[config.mk]
export PLATFORM = sky130hd
export DESIGN_NAME = gpx_io_ports
export DESIGN_NICKNAME = d
export VERILOG_FILES = /design/src/shared/gpx_pkg.sv /design/src/core/gpx_port_bits.sv /design/src/core/gpx_io_ports.sv
export SDC_FILE = /design/constraint.sdc
export NUM_CORES = 1
export LEC_CHECK = 0
export ABC_AREA = 0
export CAP_MARGIN = 15
export CORE_MARGIN = 2
export CORE_UTILIZATION = 50
export CTS_CLUSTER_SIZE = 12
export DETAILED_ROUTE_END_ITERATION = 7
export DONT_BUFFER_PORTS = 1
export HOLD_SLACK_MARGIN = 0.03
export PLACE_DENSITY_LB_ADDON = 0.25
export SYNTH_ARGS = -nofsm -noshare
export SYNTH_HDL_FRONTEND = slang
export SYNTH_SLANG_ARGS = --single-unit
[constraint.sdc]
create_clock -name ref_clk -period 1.9 [get_ports ref_clk]
set_input_delay 0.38 -clock ref_clk [delete_from_list [all_inputs] [get_ports ref_clk]]
set_output_delay 0.38 -clock ref_clk [all_outputs]
set_load 0.02 [all_outputs]
[src/shared/gpx_pkg.sv]
// Purpose: Shared constants for the general purpose I/O port block.
// Assumes: One 10 MHz clock; fuse levels are static while the part runs.
// Notes:   Timing figures are kept in their own unit and turned into cycles here.
package gpx_pkg;

	// Port widths.
	localparam int unsigned WIDE_W   = 8;
	localparam int unsigned NARROW_W = 3;

	// Bit positions of the special functions on the narrow port.
	localparam int unsigned RST_BIT     = 0;
	localparam int unsigned OSC_IN_BIT  = 1;
	localparam int unsigned OSC_OUT_BIT = 2;

	// Reset values of the output data flops.
	localparam logic [7:0] WIDE_OUT_RST   = 8'h00;
	localparam logic [2:0] NARROW_OUT_RST = 3'h0;

	// Clock period and the least reset pulse on the reset pin.
	localparam int unsigned CLK_PERIOD_NS    = 100;
	localparam int unsigned RST_MIN_PULSE_NS = 2500;
	// A least time rounds up to whole cycles.
	localparam int unsigned RST_MIN_CYC = (RST_MIN_PULSE_NS + CLK_PERIOD_NS - 1) / CLK_PERIOD_NS;
	localparam int unsigned RST_CNT_W   = 8;

	// Reset pin filter states.
	typedef enum logic [1:0] {
		GPX_RP_IDLE  = 2'b00,
		GPX_RP_COUNT = 2'b01,
		GPX_RP_HOLD  = 2'b10
	} gpx_rp_state_e;

endpackage

[src/core/gpx_port_bits.sv]
// Purpose: One port of general purpose pins: output flops, drivers, pull-ups, input synchroniser.
// Assumes: Control inputs come from logic on ref_clk; pin inputs come from outside.
// Notes:   Output enable and pull-up are gated combinationally so a reset floats the pins at once.
module gpx_port_bits #(
	parameter int unsigned W       = 8,
	parameter logic [W-1:0] OUT_RST = '0
) (
	input  wire logic         ref_clk,
	input  wire logic         rst,
	input  wire logic         clk_en,
	input  wire logic         hiz,
	input  wire logic [W-1:0] claim,
	input  wire logic [W-1:0] out_val,
	input  wire logic [W-1:0] dir,
	input  wire logic [W-1:0] pu_en,
	input  wire logic [W-1:0] pin_i,
	output logic      [W-1:0] pin_o,
	output logic      [W-1:0] pin_oe,
	output logic      [W-1:0] pin_pu,
	output logic      [W-1:0] rd_val
);

	logic [W-1:0] out_q;
	logic [W-1:0] meta_q;
	logic [W-1:0] sync_q;
	wire  [W-1:0] free;

	// Wider ports would need a wider pin model, so they are refused when the design is built.
	if (W < 1 || W > 8) begin : g_bad_width
		$error("gpx_port_bits: width must be 1 to 8");
	end

	// Output data flops and the two-stage input synchroniser.
	always_ff @(posedge ref_clk) begin
		if (rst) begin
			out_q  <= OUT_RST;
			meta_q <= '0;
			sync_q <= '0;
		end else if (clk_en) begin
			out_q  <= out_val;
			meta_q <= pin_i;
			sync_q <= meta_q;
		end
	end

	// A pin is free for general use when no special function owns it and no reset holds.
	assign free   = ~claim & {W{~hiz}};
	assign pin_o  = out_q;
	assign pin_oe = dir & free;
	// Pull-ups only apply to inputs, as on an output they would just fight the driver.
	assign pin_pu = pu_en & ~dir & free;
	assign rd_val = sync_q;

endmodule

[src/core/gpx_io_ports.sv]
// Purpose: Three wide and one narrow general purpose port with reset pin and oscillator pin options.
// Assumes: Fuse inputs are static; the oscillator amplifier itself lives outside this block.
// Notes:   Pin floating on reset is combinational, so it does not wait for a clock edge.

// Notes on behaviour
// RULE1 - Each wide port has eight two-way pins, each with its own pull-up enable.
// RULE2 - The narrow port has three two-way pins with per-bit pull-ups and special uses.
// RULE3 - Any active reset floats every port pin at once, with or without a clock.
// RULE4 - With the reset-disable fuse programmed, narrow bit zero is an ordinary pin.
// RULE5 - With the fuse unprogrammed, a long enough low on bit zero resets the part.
// RULE6 - The outside reset source holds the pin low at least the least pulse length.
// RULE7 - When the oscillator is selected, narrow bit one feeds the amplifier and clock circuit.
// RULE8 - When the oscillator is selected, narrow bit two carries the amplifier output.
// RULE9 - A pin claimed by reset or oscillator has its general driver and pull-up off.
module gpx_io_ports (
	input  wire logic        ref_clk,
	input  wire logic        rst,
	input  wire logic        clk_en,
	input  wire logic        reset_pin_disable_fuse,
	input  wire logic        osc_pins_select,
	input  wire logic        osc_amp_drive,
	input  wire logic [7:0]  pb_out,
	input  wire logic [7:0]  pb_dir,
	input  wire logic [7:0]  pb_pu_en,
	input  wire logic [7:0]  pb_pin_i,
	output logic      [7:0]  pb_pin_o,
	output logic      [7:0]  pb_pin_oe,
	output logic      [7:0]  pb_pin_pu,
	output logic      [7:0]  pb_rd,
	input  wire logic [7:0]  pc_out,
	input  wire logic [7:0]  pc_dir,
	input  wire logic [7:0]  pc_pu_en,
	input  wire logic [7:0]  pc_pin_i,
	output logic      [7:0]  pc_pin_o,
	output logic      [7:0]  pc_pin_oe,
	output logic      [7:0]  pc_pin_pu,
	output logic      [7:0]  pc_rd,
	input  wire logic [7:0]  pd_out,
	input  wire logic [7:0]  pd_dir,
	input  wire logic [7:0]  pd_pu_en,
	input  wire logic [7:0]  pd_pin_i,
	output logic      [7:0]  pd_pin_o,
	output logic      [7:0]  pd_pin_oe,
	output logic      [7:0]  pd_pin_pu,
	output logic      [7:0]  pd_rd,
	input  wire logic [2:0]  pe_out,
	input  wire logic [2:0]  pe_dir,
	input  wire logic [2:0]  pe_pu_en,
	input  wire logic [2:0]  pe_pin_i,
	output logic      [2:0]  pe_pin_o,
	output logic      [2:0]  pe_pin_oe,
	output logic      [2:0]  pe_pin_pu,
	output logic      [2:0]  pe_rd,
	output logic             osc_amp_input,
	output logic             pin_reset_async,
	output logic             pin_reset_req
);

	localparam logic [gpx_pkg::RST_CNT_W-1:0] RST_LAST =
		gpx_pkg::RST_CNT_W'(gpx_pkg::RST_MIN_CYC - 1);

	wire        hiz;
	wire        rst_pin_used;
	wire [2:0]  pe_claim;
	wire [2:0]  pe_gp_o;
	wire [2:0]  pe_gp_oe;
	wire        rp_low_s;

	gpx_pkg::gpx_rp_state_e        rp_q;
	gpx_pkg::gpx_rp_state_e        rp_d;
	logic [gpx_pkg::RST_CNT_W-1:0] rp_cnt_q;
	logic [gpx_pkg::RST_CNT_W-1:0] rp_cnt_d;
	logic                          rp_req_q;

	// The filter counter is eight bits wide, so a longer pulse figure is refused at build time.
	if (gpx_pkg::RST_MIN_CYC < 1 || gpx_pkg::RST_MIN_CYC > 255) begin : g_bad_pulse
		$error("gpx_io_ports: reset pulse count does not fit the counter");
	end

	// RULE5 pin reset level
	// The raw pin level is used here on purpose: a reset must act with no clock running.
	assign rst_pin_used    = ~reset_pin_disable_fuse;
	assign pin_reset_async = rst_pin_used & ~pe_pin_i[gpx_pkg::RST_BIT];

	// RULE3 float on reset
	// Any reset source forces every pin to high impedance without waiting for an edge.
	assign hiz = rst | pin_reset_async | rp_req_q;

	// RULE9 claim special pins
	// RULE4 fuse frees bit zero
	assign pe_claim[gpx_pkg::RST_BIT]     = rst_pin_used;
	assign pe_claim[gpx_pkg::OSC_IN_BIT]  = osc_pins_select;
	assign pe_claim[gpx_pkg::OSC_OUT_BIT] = osc_pins_select;

	// RULE1 wide port pins
	gpx_port_bits #(.W(gpx_pkg::WIDE_W), .OUT_RST(gpx_pkg::WIDE_OUT_RST)) u_port_b (
		.ref_clk (ref_clk),
		.rst     (rst),
		.clk_en  (clk_en),
		.hiz     (hiz),
		.claim   (8'h00),
		.out_val (pb_out),
		.dir     (pb_dir),
		.pu_en   (pb_pu_en),
		.pin_i   (pb_pin_i),
		.pin_o   (pb_pin_o),
		.pin_oe  (pb_pin_oe),
		.pin_pu  (pb_pin_pu),
		.rd_val  (pb_rd)
	);

	gpx_port_bits #(.W(gpx_pkg::WIDE_W), .OUT_RST(gpx_pkg::WIDE_OUT_RST)) u_port_c (
		.ref_clk (ref_clk),
		.rst     (rst),
		.clk_en  (clk_en),
		.hiz     (hiz),
		.claim   (8'h00),
		.out_val (pc_out),
		.dir     (pc_dir),
		.pu_en   (pc_pu_en),
		.pin_i   (pc_pin_i),
		.pin_o   (pc_pin_o),
		.pin_oe  (pc_pin_oe),
		.pin_pu  (pc_pin_pu),
		.rd_val  (pc_rd)
	);

	gpx_port_bits #(.W(gpx_pkg::WIDE_W), .OUT_RST(gpx_pkg::WIDE_OUT_RST)) u_port_d (
		.ref_clk (ref_clk),
		.rst     (rst),
		.clk_en  (clk_en),
		.hiz     (hiz),
		.claim   (8'h00),
		.out_val (pd_out),
		.dir     (pd_dir),
		.pu_en   (pd_pu_en),
		.pin_i   (pd_pin_i),
		.pin_o   (pd_pin_o),
		.pin_oe  (pd_pin_oe),
		.pin_pu  (pd_pin_pu),
		.rd_val  (pd_rd)
	);

	// RULE2 narrow port pins
	gpx_port_bits #(.W(gpx_pkg::NARROW_W), .OUT_RST(gpx_pkg::NARROW_OUT_RST)) u_port_e (
		.ref_clk (ref_clk),
		.rst     (rst),
		.clk_en  (clk_en),
		.hiz     (hiz),
		.claim   (pe_claim),
		.out_val (pe_out),
		.dir     (pe_dir),
		.pu_en   (pe_pu_en),
		.pin_i   (pe_pin_i),
		.pin_o   (pe_gp_o),
		.pin_oe  (pe_gp_oe),
		.pin_pu  (pe_pin_pu),
		.rd_val  (pe_rd)
	);

	// RULE7 oscillator input path
	// The clock path is analog in nature, so it bypasses the synchroniser.
	assign osc_amp_input = osc_pins_select & pe_pin_i[gpx_pkg::OSC_IN_BIT];

	// RULE8 oscillator output drive
	assign pe_pin_o[gpx_pkg::RST_BIT]     = pe_gp_o[gpx_pkg::RST_BIT];
	assign pe_pin_o[gpx_pkg::OSC_IN_BIT]  = pe_gp_o[gpx_pkg::OSC_IN_BIT];
	assign pe_pin_o[gpx_pkg::OSC_OUT_BIT] = osc_pins_select ? osc_amp_drive : pe_gp_o[gpx_pkg::OSC_OUT_BIT];
	assign pe_pin_oe[gpx_pkg::RST_BIT]    = pe_gp_oe[gpx_pkg::RST_BIT];
	assign pe_pin_oe[gpx_pkg::OSC_IN_BIT] = pe_gp_oe[gpx_pkg::OSC_IN_BIT];
	assign pe_pin_oe[gpx_pkg::OSC_OUT_BIT] = osc_pins_select ? ~hiz : pe_gp_oe[gpx_pkg::OSC_OUT_BIT];

	// RULE5 filtered reset request
	// The synchronised level counts the low time; a pulse shorter than the least length is dropped.
	assign rp_low_s = rst_pin_used & ~pe_rd[gpx_pkg::RST_BIT];

	// Next state of the reset pin filter.
	always_comb begin
		rp_d     = rp_q;
		rp_cnt_d = rp_cnt_q;
		unique case (rp_q)
			gpx_pkg::GPX_RP_IDLE: begin
				rp_cnt_d = '0;
				if (rp_low_s) begin
					rp_d = gpx_pkg::GPX_RP_COUNT;
				end
			end
			gpx_pkg::GPX_RP_COUNT: begin
				if (!rp_low_s) begin
					rp_d = gpx_pkg::GPX_RP_IDLE;
				end else if (rp_cnt_q == RST_LAST) begin
					rp_d = gpx_pkg::GPX_RP_HOLD;
				end else begin
					rp_cnt_d = rp_cnt_q + 1'b1;
				end
			end
			gpx_pkg::GPX_RP_HOLD: begin
				if (!rp_low_s) begin
					rp_d = gpx_pkg::GPX_RP_IDLE;
				end
			end
			default: begin
				rp_d = gpx_pkg::GPX_RP_IDLE;
			end
		endcase
	end

	// Filter state flops; the request is registered so it is glitch free.
	always_ff @(posedge ref_clk) begin
		if (rst) begin
			rp_q     <= gpx_pkg::GPX_RP_IDLE;
			rp_cnt_q <= '0;
			rp_req_q <= 1'b0;
		end else if (clk_en) begin
			rp_q     <= rp_d;
			rp_cnt_q <= rp_cnt_d;
			rp_req_q <= (rp_d == gpx_pkg::GPX_RP_HOLD);
		end
	end

	assign pin_reset_req = rp_req_q;

	// Helper: length of the current synchronised low run, for checking only.
	logic [gpx_pkg::RST_CNT_W-1:0] chk_low_run_q;
	always_ff @(posedge ref_clk) begin
		if (rst || !rp_low_s) begin
			chk_low_run_q <= '0;
		end else if (clk_en && chk_low_run_q != 8'hFF) begin
			chk_low_run_q <= chk_low_run_q + 1'b1;
		end
	end
endmodule

* Yosys cells after proc, flatten, opt, wreduce, memory -nomap -nowiden *
Cells that the tools add are included.

storage, ports and cells
  output and inout bits = 111
  register bits = 92
  word-level logic and storage cells = 62

cells by class
  reduce and logical (&&, ||, !) cells = 3
  muxes and demuxes = 10
  add/sub/neg operators = 1
  bitwise gates (word level) = 27
  equality and inequality tests = 6

operators by type and width
  operator                                             number
  AND 8 bit                                            9
  inverter 8 bit                                       3
  two-way mux 8 bit                                    2
  case mux 8 bit (2 select lines)                      1
  AND 3 bit                                            4
  adder 8 x 1 -> 8 bit, second input constant          1
  equality test 8 x 5 -> 1 bit, second input constant  1
  two-way mux 2 bit                                    4
  inverter 3 bit                                       2
  case mux 2 bit (3 select lines)                      1
  equality test 2 bit, second input constant           2
  inequality test 2 bit, second input constant         2
  inverter 1 bit                                       4
  AND reduction 4 bit                                  1
  AND 1 bit                                            3
  equality test 2 x 1 -> 1 bit, second input constant  1
  logical NOT 2 bit                                    1
  two-way mux 1 bit                                    2
  OR 1 bit                                             2
  nonzero test 2 bit                                   1

* Logic depth before layout (Yosys ltp) *
  depth in word-level cells = 8
  gate-level depth with buffers = 6
  depth with buffers taken out = 6

* Modules after synthesis *
From an unflattened synthesis, not the netlist that was laid out.

second synthesis, totals
  cell total of the unflattened synthesis = 397
  area total of the unflattened synthesis = 4175.3 µm²

modules (own cells, without submodules)
  module                         seq. area each (µm²)  instances  area an instance (µm²)  cells each
  gpx_port_bits at u_port_b ...  480.5                 3          1052.3                  95
  gpx_io_ports                   220.2                 1          631.9                   77
  gpx_port_bits at u_port_e      180.2                 1          386.6                   35

* Worst setup path after synthesis *
OpenSTA, ideal clock, no wires.

  kind = input to output
  start = input port rst
  end = output port pb_pin_pu[3]
  buffers on the path = 2
  arrival = 1629 ps
  stages on the path = 5
  slack = -109 ps
  path through = clkbuf_1 nor2_1 o21ai_1 clkbuf_1 nor3b_1

on the way
  cells in the longest elaborated chain, start to end = 4

ends and longest elaborated chain
  item                   RTL line             text
  from (decl)            gpx_io_ports.sv:17   input wire logic rst,
  OR 1 bit (2 in a row)  gpx_io_ports.sv:87   assign hiz = rst | pin_reset_async | rp_req_q;
  inverter 1 bit         gpx_port_bits.sv:47  assign free = ~claim & {W{~hiz}};
  AND 8 bit              gpx_port_bits.sv:51  assign pin_pu = pu_en & ~dir & free;
  to (decl)              gpx_io_ports.sv:28   output logic [7:0] pb_pin_pu,

No other way between the ends.

* Worst setup path after layout *
  start = register rp_req_q (netlist: pin_reset_req)
  end = output port pe_pin_pu[2]

on the way
  cells in the longest elaborated chain, start to end = 4

ends and longest elaborated chain
  item                    RTL line             text
  from (decl)             gpx_io_ports.sv:73   logic rp_req_q;
  from (signal assigned)  gpx_io_ports.sv:217  rp_req_q <= (rp_d == gpx_pkg::GPX_RP_HOLD);
  OR 1 bit                gpx_io_ports.sv:87
  inverter 1 bit          gpx_port_bits.sv:47
  AND 3 bit               gpx_port_bits.sv:47
  AND 3 bit               gpx_port_bits.sv:51
  to (decl)               gpx_io_ports.sv:52   output logic [2:0] pe_pin_pu,

No other way between the ends.

==> reports/results.ini <==
[critical_path]
crit_fanout = 7
required_ns = 1.52
crit_type = flop to output pin
endpoint_kind = output pin
rr_worst_depth = 6
cp_data_arrival_time_ns = 1.51
start_kind = flop

[outcome]
status = complete, no violations

[sta]
tns_ns = 0
skew_ns = 0.00965
timing.slew.headroom_pct = 72.5
fmax_ghz = 0.529
fin_crit_ns = 1.89
rsz0062_at_grt = true
hold_violations = 0
setup_violations = 0
final.period_utilization_pct = 99.6
whs_ns = 0.0921
worst_pin_slew_ns = 0.411
drv_slew = 0

[placement]
dp.cells = 502
io_buffers = 0
place_area_um2 = 4110
place_congestion = 0.793
post-dp-hpwl_um = 6810

[synth]
yosysWarningCount = 0
ys.flop_type = dfxtp_1
yosysTopAreaCell = dfxtp_1
ys_types = 36
syn_inst = 394
synth_common_cells = nor2_1, dfxtp_1, mux2i_1, and2_1, nor3b_1
synth_nets = 510
async_flop_share_pct = 0
syn_area_um2 = 3820
synth_edf_count = 0
yosysMostFrequentCell = nor2_1
synth_top_area_share_pct = 48.2
ys_ff_latch = 92
synth.area.top_cells = dfxtp_1, mux2i_1, nor2_1
ys_seq_area_share_pct = 48.2
avgSynthCellArea_um2 = 9.70

[cts]
clockRootBuffer = clkbuf_8
cts_buffer_depth = 2
cts_buffers = 9
insertion_delay_ns = 0.35
htreeDepth = 3
cts.sinks = 92
cts_tree = yes
clk_pin_slew_ns = 0.09

[power]
finalPower_mw = 4.13
irDropWorstVdd_mv = 0.718
power_density_nw_per_um2 = 891
p_leak_nw = 2.03

[detailed_routing]
wl_um = 10000
vias_per_cell = 5.52
ant_nets = 0
post-route-drc-count = 0
dr.first_iter.drc_count = 162
wire_per_inst_um = 19.2
vias = 2886
drt_pass1_iterations = 4

[grt]
antenna_found_initial = 0
gr-total-overflow = 0
grt_max_degree = 90
grt_pass1_wl_um = 14100
grt_pass1_vias = 2703
grtUsageTotal_pct = 21.6

[floorplanning]
die_y_um = 91.4
core_area_um2 = 7330
rows = 31
dieArea_um2 = 8360
die_w_um = 91.4
start_util_pct = 52.1
ios = 225

[final_layout]
diodes = 0
nNetsFinal = 535
final_cell_count_no_fill = 523
syn2layout_area_growth_pct = 21.4
nFillCells = 623
design_area_um2 = 4640
drive_gt1_share_pct = 25.5
multi_input_area_um2 = 2060
seq_area_um2 = 1840

[flow_run]
drv_cap = 0

[worst_hold_path]
whs_path_depth = 1
hold_path.class = input port to flop

-- area by class of cell --
type,count,area share [%]
tap,99,2.67
timing repair buffer,39,7.44
clock inverter,7,2.62
clock buffer,9,2.67
inverter,5,0.404
multi-input combinational,272,44.5
sequential,92,39.7
-- layer usage --
| metal | share of wire (%) | vias to the layer above | global-route usage [%] |
|---|---|---|---|
| met3 | 8.7 | 11 | 8.38 |
| met5 | 0 | - | 0 |
| met1 | 38 | 1364 | 25.5 |
| met2 | 52 | 141 | 36.6 |
| met4 | 1.3 | 0 | 5.30 |
| li1 | - | 1370 | - |
-- worst max-delay path, stage by stage (launching register included) --
cell	delay (ns)
dfxtp_2	0.33
buf_4	0.16
nor3_4	0.18
buf_4	0.15
buf_8	0.11
and3_4	0.22
-- placed cells by master, fill, tap and decap left out, types with 5 or more instances in the layout --
| master | n |
|---|---|
| nor2_1 | 93 |
| clkbuf_8 | 9 |
| dfxtp_1 | 91 |
| and2_4 | 23 |
| xnor2_1 | 6 |
| mux2i_1 | 81 |
| buf_4 | 33 |
| nor3b_2 | 19 |
| inv_1 | 5 |
-- path summary, 6_finish.rpt --
path                                    start                 end  slack, ns
worst max register to register    rp_cnt_q[0]         rp_cnt_q[2]       0.23
worst max-delay path            pin_reset_req        pe_pin_pu[2]      0.008
worst min-delay path                      rst  u_port_c.rd_val[2]       0.09
worst min register to register    rp_cnt_q[7]         rp_cnt_q[7]       0.49
-- where the power goes --
part           leakage [nW]  switching [mW]  internal, mW
Clock                 0.124           0.680         0.883
Sequential            0.755           0.125          2.02
Combinational          1.15           0.202         0.225
Total                  2.03            1.01          3.13
-- kinds of logic after synthesis --
family | after synthesis | share of synthesized area, %
flops | 92 | 48.2
mux | 82 | 21.5
xor+xnor | 6 | 1.37
compound gates | 12 | 2.42
fa+ha+maj | 2 | 0.655
buf+inv | 30 | 3.40
simple gates | 170 | 22.5
-- what timing repair did --
item,CTS,global route
setup endpoints to repair,30,45
hold buffers,0,0
pin swaps,0,26
cloned,0,3
setup buffers,0,2
resized for setup,19,68
-- per-stage QoR --
| step | util [%] | worst slack [ns] |
|---|---|---|
| floorplan | - | -0.109 |
| global placement | 56.1 | 0.271 |
| detailed placement | 56.1 | 0.228 |
| CTS | 59.9 | -0.000780 |
| global route | 63.3 | -0.0517 |
| finish | 63.3 | 0.00815 |
-- flip-flops by register name (all words and copies together), names as in the netlist --
name             flops
u_port_c.rd_val      8
u_port_b.rd_val      8
u_port_e.meta_q      3
u_port_b.meta_q      8
u_port_d.rd_val      8
u_port_b.pin_o       8
u_port_d.meta_q      8
u_port_c.pin_o       8
u_port_e.pin_o       3
pin_reset_req        1
u_port_d.pin_o       8
rp_cnt_q             8
rp_q                 2
u_port_e.rd_val      3
u_port_c.meta_q      8
Note: power is estimated with default switching activity, not from simulation.
